[src/rtl/cspic_pkg.sv]
`default_nettype none
package cspic_pkg;
  // ==========================================
  // Bus widths
  localparam int ADDR_W = 12;
  localparam int DATA_W = 8;
  localparam int LINE_N = 16;

  // ==========================================
  // Register addresses
  localparam logic [11:0] ADDR_MODEL = 12'h800;
  localparam logic [11:0] ADDR_POWER = 12'h802;
  localparam logic [11:0] ADDR_CTRL = 12'h803;
  localparam logic [11:0] ADDR_STAT = 12'h810;
  localparam logic [11:0] ADDR_MASK = 12'h811;

  // ==========================================
  // Reset values
  localparam logic [7:0] BYTE_ZERO = 8'h00;
  localparam logic [3:0] NIB_ZERO = 4'h0;
  // Arbitrary model code selecting the alternate power layout
  localparam logic [3:0] MODEL_ALT = 4'h4;
  localparam logic [3:0] MODEL_RESET = 4'h4;

  // ==========================================
  // Power control fields
  localparam int PWR_OE = 7;
  localparam int PWR_AUTO = 5;
  localparam int PWR_EN = 4;
  localparam int PWR_VCC_HI = 4;
  localparam int PWR_VCC_LO = 3;
  localparam int PWR_VPP_HI = 1;
  localparam int PWR_VPP_LO = 0;
  localparam logic [1:0] VCC_0V = 2'h0;
  localparam logic [1:0] VCC_0V_RSVD = 2'h1;
  localparam logic [1:0] VCC_5V = 2'h2;
  localparam logic [1:0] VCC_3V3 = 2'h3;
  localparam logic [1:0] VPP_NONE = 2'h0;
  localparam logic [1:0] VPP_VCC = 2'h1;
  localparam logic [1:0] VPP_12V = 2'h2;

  // ==========================================
  // Interrupt and general control fields
  localparam int CTL_RING = 7;
  localparam int CTL_RST = 6;
  localparam int CTL_IO = 5;
  localparam int CTL_ROUTE = 4;
  localparam int CTL_SEL_HI = 3;
  localparam int SEL_SMI = 2;

  // ==========================================
  // Status and mask bits
  localparam int EV_N = 3;
  localparam int EV_CSC = 0;
  localparam int EV_RING = 1;
  localparam int EV_FUNC = 2;
endpackage : cspic_pkg
`default_nettype wire

[src/rtl/cspic_irq_decode.sv]
`timescale 1ns/1ps
`default_nettype none
module cspic_irq_decode
(
  // Select code
  input wire logic [3:0] sel,
  // Decoded lines
  output logic [15:0] lines,
  output logic smi
);
  // ==========================================
  // Code to line decode
  function automatic logic [15:0] lineOf(input logic [3:0] code);
    logic [15:0] v;
    v = 16'h0000;
    if (code != cspic_pkg::NIB_ZERO && code != 4'(cspic_pkg::SEL_SMI))
    begin
      v[code] = 1'b1;
    end
    return v;
  endfunction : lineOf

  always_comb
  begin
    lines = lineOf(sel);
    smi = (sel == 4'(cspic_pkg::SEL_SMI));
  end
endmodule : cspic_irq_decode
`default_nettype wire

[src/rtl/cspic_socket_ctrl.sv]
// Chosen here: the strobed register port.
`timescale 1ns/1ps
`default_nettype none
module cspic_socket_ctrl
(
  // Clock and reset
  input wire logic clock,
  input wire logic rst_b,
  // Register port
  input wire logic [11:0] addr,
  input wire logic [7:0] wrData,
  input wire logic wrStb,
  input wire logic rdStb,
  output logic [7:0] rdData,
  // Card side
  input wire logic cardIs16,
  input wire logic batteryDetect1RingInput,
  input wire logic cardFuncIrq,
  input wire logic cardStatusChange,
  input wire logic [3:0] statusChangeIrqSelect,
  output logic cardOutputEnable,
  output logic cardResetAct,
  output logic ringMode,
  output logic cardKindIo,
  // Power switch
  output logic [1:0] vccSwitch,
  output logic [1:0] vppSwitch,
  // Routed interrupts
  output logic [15:0] isaIrq,
  output logic smiIrq,
  output logic pciIrq,
  output logic irq
);
  // ==========================================
  // Registers
  logic [7:0] powerReg_r, ctrlReg_r, rdData_r;
  logic [3:0] modelReg_r;
  logic [2:0] status_r, status_nxt, mask_r;
  logic [1:0] vcc_r, vpp_r, vccReq;
  logic ringPrev_r, oe_r, cardRst_r, ringMode_r, cardIo_r;
  logic [15:0] isa_r, funcLines, cscLines;
  logic smi_r, pci_r, irq_r;

  logic altModel, vccOn, cscToPci, funcSmi, cscSmi;
  logic [2:0] events, clearBits;

  function automatic logic hit(input logic [11:0] a, input logic [11:0] r);
    return a == r;
  endfunction : hit

  // ==========================================
  // Register writes
  always_ff @(posedge clock)
  begin
    if (!rst_b)
    begin
      powerReg_r <= cspic_pkg::BYTE_ZERO;
      ctrlReg_r <= cspic_pkg::BYTE_ZERO;
      modelReg_r <= cspic_pkg::MODEL_RESET;
      mask_r <= 3'h0;
    end
    else if (wrStb)
    begin
      if (hit(addr, cspic_pkg::ADDR_POWER))
        powerReg_r <= wrData;
      if (hit(addr, cspic_pkg::ADDR_CTRL))
        ctrlReg_r <= wrData;
      if (hit(addr, cspic_pkg::ADDR_MODEL))
        modelReg_r <= wrData[3:0];
      if (hit(addr, cspic_pkg::ADDR_MASK))
        mask_r <= wrData[2:0];
    end
  end

  // ==========================================
  // Power decode
  always_comb
  begin
    altModel = (modelReg_r == cspic_pkg::MODEL_ALT);
    if (altModel)
    begin
      vccReq = powerReg_r[cspic_pkg::PWR_VCC_HI:cspic_pkg::PWR_VCC_LO];
    end
    else if (powerReg_r[cspic_pkg::PWR_EN])
    begin
      vccReq = cspic_pkg::VCC_5V;
    end
    else
    begin
      vccReq = cspic_pkg::VCC_0V;
    end
    vccOn = (vccReq == cspic_pkg::VCC_5V) || (vccReq == cspic_pkg::VCC_3V3);
  end

  always_ff @(posedge clock)
  begin
    if (!rst_b)
    begin
      vcc_r <= cspic_pkg::VCC_0V;
      vpp_r <= cspic_pkg::VPP_NONE;
      oe_r <= 1'b0;
    end
    else
    begin
      vcc_r <= vccOn ? vccReq : cspic_pkg::VCC_0V;
      vpp_r <= vccOn ? powerReg_r[cspic_pkg::PWR_VPP_HI:
                                  cspic_pkg::PWR_VPP_LO]
                     : cspic_pkg::VPP_NONE;
      oe_r <= powerReg_r[cspic_pkg::PWR_OE];
    end
  end

  // ==========================================
  // Card control
  always_ff @(posedge clock)
  begin
    if (!rst_b)
    begin
      cardRst_r <= 1'b0;
      ringMode_r <= 1'b0;
      cardIo_r <= 1'b0;
    end
    else
    begin
      cardRst_r <= cardIs16 && !ctrlReg_r[cspic_pkg::CTL_RST];
      ringMode_r <= ctrlReg_r[cspic_pkg::CTL_RING];
      cardIo_r <= ctrlReg_r[cspic_pkg::CTL_IO];
    end
  end

  // ==========================================
  // Interrupt routing
  cspic_irq_decode uFunc
  (
    .sel(ctrlReg_r[cspic_pkg::CTL_SEL_HI:0]),
    .lines(funcLines),
    .smi(funcSmi)
  );

  cspic_irq_decode uCsc
  (
    .sel(statusChangeIrqSelect),
    .lines(cscLines),
    .smi(cscSmi)
  );

  assign cscToPci = ctrlReg_r[cspic_pkg::CTL_ROUTE] ||
    (ctrlReg_r[cspic_pkg::CTL_SEL_HI:0] == cspic_pkg::NIB_ZERO);

  always_ff @(posedge clock)
  begin
    if (!rst_b)
    begin
      isa_r <= 16'h0000;
      smi_r <= 1'b0;
      pci_r <= 1'b0;
    end
    else
    begin
      isa_r <= ({16{cardFuncIrq && cardIo_r}} & funcLines) |
               ({16{cardStatusChange && !cscToPci}} & cscLines);
      smi_r <= (cardFuncIrq && cardIo_r && funcSmi) ||
               (cardStatusChange && !cscToPci && cscSmi);
      pci_r <= cardStatusChange && cscToPci;
    end
  end

  // ==========================================
  // Event status and mask
  always_comb
  begin
    events = 3'h0;
    events[cspic_pkg::EV_CSC] = cardStatusChange;
    events[cspic_pkg::EV_RING] = ringMode_r && ringPrev_r &&
                                 !batteryDetect1RingInput;
    events[cspic_pkg::EV_FUNC] = cardFuncIrq && cardIo_r;
    clearBits = (wrStb && hit(addr, cspic_pkg::ADDR_STAT)) ?
                wrData[2:0] : 3'h0;
    status_nxt = (status_r & ~clearBits) | events;
  end

  always_ff @(posedge clock)
  begin
    if (!rst_b)
    begin
      status_r <= 3'h0;
      ringPrev_r <= 1'b1;
      irq_r <= 1'b0;
    end
    else
    begin
      status_r <= status_nxt;
      ringPrev_r <= batteryDetect1RingInput;
      irq_r <= |(status_r & mask_r);
    end
  end

  // ==========================================
  // Register reads
  always_ff @(posedge clock)
  begin
    if (!rst_b || !rdStb)
    begin
      rdData_r <= cspic_pkg::BYTE_ZERO;
    end
    else if (hit(addr, cspic_pkg::ADDR_POWER))
    begin
      if (altModel)
      begin
        rdData_r <= {powerReg_r[cspic_pkg::PWR_OE], 2'b00,
                     powerReg_r[cspic_pkg::PWR_VCC_HI:cspic_pkg::PWR_VCC_LO],
                     1'b0,
                     powerReg_r[cspic_pkg::PWR_VPP_HI:cspic_pkg::PWR_VPP_LO]};
      end
      else
      begin
        rdData_r <= {powerReg_r[cspic_pkg::PWR_OE], 1'b0,
                     powerReg_r[cspic_pkg::PWR_AUTO:cspic_pkg::PWR_EN], 2'b00,
                     powerReg_r[cspic_pkg::PWR_VPP_HI:cspic_pkg::PWR_VPP_LO]};
      end
    end
    else if (hit(addr, cspic_pkg::ADDR_CTRL))
    begin
      rdData_r <= ctrlReg_r;
    end
    else if (hit(addr, cspic_pkg::ADDR_MODEL))
    begin
      rdData_r <= {4'h0, modelReg_r};
    end
    else if (hit(addr, cspic_pkg::ADDR_STAT))
    begin
      rdData_r <= {5'h00, status_r};
    end
    else if (hit(addr, cspic_pkg::ADDR_MASK))
    begin
      rdData_r <= {5'h00, mask_r};
    end
    else
    begin
      rdData_r <= cspic_pkg::BYTE_ZERO;
    end
  end

  assign rdData = rdData_r;
  assign cardOutputEnable = oe_r;
  assign cardResetAct = cardRst_r;
  assign ringMode = ringMode_r;
  assign cardKindIo = cardIo_r;
  assign vccSwitch = vcc_r;
  assign vppSwitch = vpp_r;
  assign isaIrq = isa_r;
  assign smiIrq = smi_r;
  assign pciIrq = pci_r;
  assign irq = irq_r;

  // ==========================================
  // Checks
  property p_oe;
    @(posedge clock) disable iff (!rst_b)
    wrStb && addr == cspic_pkg::ADDR_POWER ##1 !wrStb
      |-> ##1 cardOutputEnable == $past(wrData[7], 2);
  endproperty
  a_oe: assert property (p_oe) else $error("output enable wrong");
  property p_vpp;
    @(posedge clock) disable iff (!rst_b)
    vppSwitch != cspic_pkg::VPP_NONE |-> vccSwitch[1];
  endproperty
  a_vpp: assert property (p_vpp) else $error("Vpp without Vcc");
  property p_rsvd;
    @(posedge clock) disable iff (!rst_b)
    rdStb && addr == cspic_pkg::ADDR_POWER && altModel
      |=> rdData[6:5] == 2'b00 && rdData[2] == 1'b0;
  endproperty
  a_rsvd: assert property (p_rsvd) else $error("reserved bit set");
  property p_rst;
    @(posedge clock) disable iff (!rst_b)
    rst_b && cardIs16 && !ctrlReg_r[cspic_pkg::CTL_RST] |=> cardResetAct;
  endproperty
  a_rst: assert property (p_rst) else $error("card reset missing");
  property p_setwins;
    @(posedge clock) disable iff (!rst_b)
    cardStatusChange && wrStb && addr == cspic_pkg::ADDR_STAT && wrData[0]
      |=> status_r[cspic_pkg::EV_CSC];
  endproperty
  a_setwins: assert property (p_setwins) else $error("event lost");
  property p_irq;
    @(posedge clock) disable iff (!rst_b)
    (status_r & mask_r) != 3'h0 |=> irq;
  endproperty
  a_irq: assert property (p_irq) else $error("interrupt missing");
  property p_pci;
    @(posedge clock) disable iff (!rst_b)
    cardStatusChange && ctrlReg_r[cspic_pkg::CTL_ROUTE] |=> pciIrq &&
      (isaIrq == 16'h0000 && !smiIrq || $past(cardFuncIrq && cardIo_r));
  endproperty
  a_pci: assert property (p_pci) else $error("status change misrouted");
  property p_line4;
    @(posedge clock) disable iff (!rst_b)
    cardFuncIrq && cardIo_r && ctrlReg_r[3:0] == 4'h4 |=> isaIrq[4];
  endproperty
  a_line4: assert property (p_line4) else $error("line 4 missing");
  property p_zero;
    @(posedge clock) disable iff (!rst_b)
    ctrlReg_r[3:0] == 4'h0 && cardFuncIrq && !cardStatusChange
      |=> isaIrq == 16'h0000 && !smiIrq;
  endproperty
  a_zero: assert property (p_zero) else $error("select zero routed");
  property p_vcc;
    @(posedge clock) disable iff (!rst_b)
    altModel && powerReg_r[4:3] == cspic_pkg::VCC_0V_RSVD
      |=> vccSwitch == cspic_pkg::VCC_0V;
  endproperty
  a_vcc: assert property (p_vcc) else $error("reserved Vcc applied");
endmodule : cspic_socket_ctrl
`default_nettype wire

[config.mk]
export PLATFORM = sky130hd
export DESIGN_NAME = cspic_socket_ctrl
export DESIGN_NICKNAME = d
export VERILOG_FILES = /design/src/rtl/cspic_pkg.sv /design/src/rtl/cspic_irq_decode.sv /design/src/rtl/cspic_socket_ctrl.sv
export SDC_FILE = /design/constraint.sdc
export NUM_CORES = 1
export LEC_CHECK = 0
export BUFFER_PORTS_ARGS = -buffer_cell sky130_fd_sc_hd__buf_4
export CORE_MARGIN = 2
export CORE_UTILIZATION = 50
export CTS_CLUSTER_DIAMETER = 60
export DETAILED_ROUTE_END_ITERATION = 7
export GPL_TIMING_DRIVEN = 0
export MAX_ROUTING_LAYER = met4
export PLACE_DENSITY_LB_ADDON = 0.3
export SLEW_MARGIN = 5
export SYNTH_ARGS = -nofsm -noshare
export SYNTH_HDL_FRONTEND = slang
export SYNTH_HIERARCHICAL = 1
export SYNTH_SLANG_ARGS = --single-unit
[constraint.sdc]
create_clock -name clock -period 2.9 [get_ports clock]
set_input_delay 0.58 -clock clock [delete_from_list [all_inputs] [get_ports clock]]
set_output_delay 0.58 -clock clock [all_outputs]
set_load 0.05 [all_outputs]
; ---- Yosys cells after proc, flatten, opt, wreduce, memory -nomap -nowiden
; Index checks and enable logic that the tools add are counted.
[totals]
output_inout_bits = 35
input_bits = 32
reg_bits = 62
[classes]
mux = 15
n_reduce_logical = 31
eq_ne = 12
n_bitwise = 7
magnitude_cmp = 4
[ops]
columns = op, count
row1 = 12-bit equality test (second input constant), 5
row2 = 16-bit AND, 2
row3 = 16-bit 2-to-1 mux, 2
row4 = 8-bit 2-to-1 mux, 2
row5 = 16-bit OR, 1
row6 = 1-bit logical AND, 13
row7 = 4-bit by 5-bit < comparator with 1-bit output (second input constant), 2
row8 = 2-bit AND reduction, 5
row9 = 3-bit 2-to-1 mux, 3
row10 = 1-bit demux with 4-bit select, 2
row11 = 4-bit by 2-bit equality test with 1-bit output (second input constant), 2
row12 = 4-bit by 1-bit >= comparator with 1-bit output (second input constant), 2
row13 = 4-bit by 2-bit inequality test with 1-bit output (second input constant), 2
row14 = 4-bit nonzero test, 2
row15 = 3-bit AND, 2
row16 = 6-bit 2-to-1 mux, 1
row17 = 1-bit logical NOT, 5
row18 = 2-bit equality test (second input constant), 2
row19 = 4-bit by 3-bit equality test with 1-bit output (second input constant), 1
row20 = 4-bit logical NOT, 1
row21 = 1-bit logical OR, 4
row22 = 2-bit 2-to-1 mux, 2
row23 = 4-bit 2-to-1 mux, 1
row24 = 3-bit inverter, 1
row25 = 3 further kinds, 4

; ---- Depth between registers and ports, before layout
[depth]
word_depth = 7
mapped_depth = 5
mapped_depth_nobuf = 4

; ---- Hierarchy
; Netlist, hierarchy kept.
[by_module_without_submodules]
columns = module, cells_each, area_each_um2, instances
row1 = cspic_socket_ctrl, 280, 2533.7, 1
row2 = cspic_irq_decode, 22, 269.0, 2

; ---- Least setup slack after synthesis
; OpenSTA, ideal clock, no wires.
[synth_timing]
kind = input port to flip-flop
from = in addr[9]
to = reg rdData_r[0], in the netlist rdData[0]
setup_ns = 0.088
stages = 5
slack_ns = 0.771
required_ns = 2.812
path_buffers = 2
arrival_time_ns = 2.041
cell_sequence = or4_4 -> buf_6 -> or4_4 -> buf_6 -> a311oi_2
[synth_between]
elab_chain_cells = 6
elab_cells_between_ends = 10
cone_classes = eq/ne: 5 / mux: 5
[synth_rtl]
columns = element, line_no
row1 = "start, declared", cspic_socket_ctrl.sv:10  ; input wire logic [11:0] addr,
row2 = 12-bit equality test, cspic_socket_ctrl.sv:48  ; return a == r;
row3 = 3-bit 2-to-1 mux, cspic_socket_ctrl.sv:234  ; else if (hit(addr, cspic_pkg::ADDR_MASK))
row4 = 3-bit 2-to-1 mux, cspic_socket_ctrl.sv:230  ; else if (hit(addr, cspic_pkg::ADDR_STAT))
row5 = 4-bit 2-to-1 mux, cspic_socket_ctrl.sv:226  ; else if (hit(addr, cspic_pkg::ADDR_MODEL))
row6 = 8-bit 2-to-1 mux, cspic_socket_ctrl.sv:222  ; else if (hit(addr, cspic_pkg::ADDR_CTRL))
row7 = 8-bit 2-to-1 mux *, cspic_socket_ctrl.sv:206  ; else if (hit(addr, cspic_pkg::ADDR_POWER))
row8 = "end signal, assigned", cspic_socket_ctrl.sv:224  ; rdData_r <= ctrlReg_r;
row9 = "end signal, assigned", cspic_socket_ctrl.sv:228  ; rdData_r <= {4'h0, modelReg_r};
row10 = "end signal, assigned", cspic_socket_ctrl.sv:232  ; rdData_r <= {5'h00, status_r};
row11 = "end, declared", cspic_socket_ctrl.sv:36  ; logic [7:0] powerReg_r, ctrlReg_r, rdData_r;
; Mark *: on every way between the ends. The rest lies on a longest branch, timed or not.
; A chain may end at the register's enable or synchronous reset.

; ---- Worst setup path in the final report
[layout_timing]
from = in addr[9]
to = reg ctrlReg_r[4]
[layout_between]
elab_chain_cells = 2
[layout_rtl]
columns = element, line_no
row1 = 12-bit equality test, cspic_socket_ctrl.sv:48
row2 = 2-bit AND reduction (no line), --
row3 = "end signal, assigned", cspic_socket_ctrl.sv:58  ; ctrlReg_r <= cspic_pkg::BYTE_ZERO;
row4 = "end signal, assigned", cspic_socket_ctrl.sv:67  ; ctrlReg_r <= wrData;
row5 = "end, declared", cspic_socket_ctrl.sv:36
; Every way passes these cells.

==> results.ini <==
[run_status]
status=finished clean

[clock_network]
ctsHoldBuffers=0
cts_setup_buffers=0
clock-sinks=60
cts_root_buf=clkbuf_8
cts_max_level=3
cts_tree=yes
postCtsResizedCells=0
clk_pin_slew_ps=70
numCtsBuffers=9
clock_latency_ps=340
cts_buffer_depth=2

[sta]
min_period_over_period_pct=73.1
setup_viol=0
min_period_ps=2120
skew_ps=9.43
finalMaxSlewViolations=0
hold_viol=0
worst_pin_slew_ps=856
rsz0062_at_grt=no
fin_tns_setup_ps=0
fmax_ghz=0.472
slew_headroom_pct=42.5

[flow_run]
max_cap_violations=0

[route]
first_pass_iters=4
post_drt_wl_per_cell_um=15.3
wl_um=7350
vias=2637
drc=0
viasPerCell=5.49
drt_iter0_markers=213
drtAntennaViolNets=0

[placement]
placed_area_mm2=0.00365
place.gp.congestion=0.883
numPortBuffers=63
place_hpwl_um=5330

[synthesis]
yosysTopAreaCell=dfxtp_1
synth_common_cells=60 x dfxtp_1, 52 x nand2_1, 23 x mux2i_1
syn_inst=324
ys_warn_count=6
synthTopCellsByArea=dfxtp_1 39%, mux2i_1 7.5%, nand2_1 6.4%
async_flop_share_pct=0
synth_top_area_share_pct=39.1
netlist_area_mm2=0.00307
post-synth-top-count-cell=dfxtp_1
synth_ff_type=dfxtp_1
synth-edff-count=0
synth_cell_types=47
seq_area_frac_synth_pct=39.1
syn_area_per_cell_um2=9.48
ys_ff_latch=60

[critical_path]
r2r_cells=4
end_kind=flop
regToRegEndpoint=isaIrq[11]
crit_type=in2reg
cp_max_fo=8
r2r_slack_ps=970
arrival_ps=2380
required_ps=3160
start_kind=input port
r2r-start=ctrlReg_r[2]

[pwr]
leakage_nw=1.58
power_density_mw_per_mm2=488
vdd.ir_drop.worst_v=0.000273

[grt]
antenna_found_initial=0
grt_util_all_layers_pct=23.9
grt_pass1_wl_um=11900
grt_overflow_total=0
grt_pass1_vias=2450
grt_max_degree=12

[finish]
diodes=0
ff_latch_area_mm2=0.00120
multi_input_area_mm2=0.00163
final_nets=432
layout-drive-gt1-share_pct=32.1
design_area_mm2=0.00389
num-fill-cells=490
area_growth_pct=26.8

[floorplanning]
ioPinCount=67
start_util_pct=51.9
core_mm2=0.00592
die_h_um=82.4
die_area_mm2=0.00679
fp-row-count=28
die_w_um=82.4

[worst_hold_path]
worst_hold_path.endpoint=ringPrev_r
whs_path_depth=2
hp-start=batteryDetect1RingInput
hold_class=in2reg

layer usage:
metal	routed length [µm]	up-vias	track usage, %
li1	-	1304	-
met1	3520	1244	33.2
met2	3320	76	34.1
met3	397	13	5.87
met4	112	0	7.17
met5	0	-	-
registers in the layout, indices dropped and copies added, names as in the netlist:
name,flops
status_r,3
cardKindIo,1
pciIrq,1
cardOutputEnable,1
vppSwitch,2
smiIrq,1
vccSwitch,2
modelReg_r,4
ringMode,1
isaIrq,16
ctrlReg_r,8
ringPrev_r,1
powerReg_r,6
rdData,8
cardResetAct,1
mask_r,3
irq,1
cells in the final DEF, fill, tap and decap left out, types with 6 or more instances in the layout:
cell type  count
a21oi_1       20
mux2i_1       23
nor2_1         6
nand2_1       52
buf_4         67
and4bb_1       6
clkbuf_1      18
buf_6         11
nand3_1       19
or3_1         18
clkbuf_8      10
and4bb_2       6
dfxtp_1       60
inv_1          6
through the flow:
step | hold WS [ps] | cells | utilization (%) | setup slack [ps] | total power [mW]
5_1_grt | 445 | 480 | 65.8 | 758 | 1.97
3_5_place_dp | 439 | 464 | 61.6 | 477 | 0.983
6_report | 442 | 480 | 65.8 | 780 | 1.90
3_3_place_gp | 427 | 464 | 61.6 | 496 | 0.980
4_1_cts | 437 | 480 | 65.8 | 832 | 1.91
2_1_floorplan | 410 | 326 | - | 771 | 0.927
cell families after synthesis:
family / count (synthesis) / synth area share [%]
multiplexers: 26 / 8.59
other: 2 / 0.244
buffers and inverters: 41 / 8.19
flip-flops: 60 / 39.1
AO/OA/AOI/OAI: 33 / 6.64
AND/OR/NAND/NOR: 162 / 37.2
worst max-delay path by stage:
stage / from / to / slack [ps] / cells past startpoint
after floorplan: addr[9] / rdData[0] / 770 / 5
after global placement: addr[9] / ctrlReg_r[4] / 500 / 5
after detailed placement: addr[9] / ctrlReg_r[4] / 480 / 5
after CTS: addr[9] / ctrlReg_r[4] / 830 / 5
after global routing: addr[9] / ctrlReg_r[1] / 760 / 5
final: addr[9] / ctrlReg_r[4] / 780 / 5
layout make-up:
cell class,instances,area share [%]
multi-input combinational,225,41.8
tap,75,2.41
sequential,60,30.8
buffer,35,5.88
inverter,6,0.578
clock inverter,6,2.86
timing repair buffer,63,12.1
clock buffer,10,3.53
worst max-delay path, cell delays in order:
cell     delay (ps)
buf_4           110
or4_4           520
buf_6           150
nor4_4          750
mux2i_1         270
report_power, final:
group          total, mW  leakage, nW  switching (mW)  internal, mW
sequential         0.828        0.484         0.00120         0.827
combinational      0.139        0.975          0.0774        0.0612
clock              0.936        0.122           0.342         0.594
Note: power is estimated with default switching activity, not from simulation.
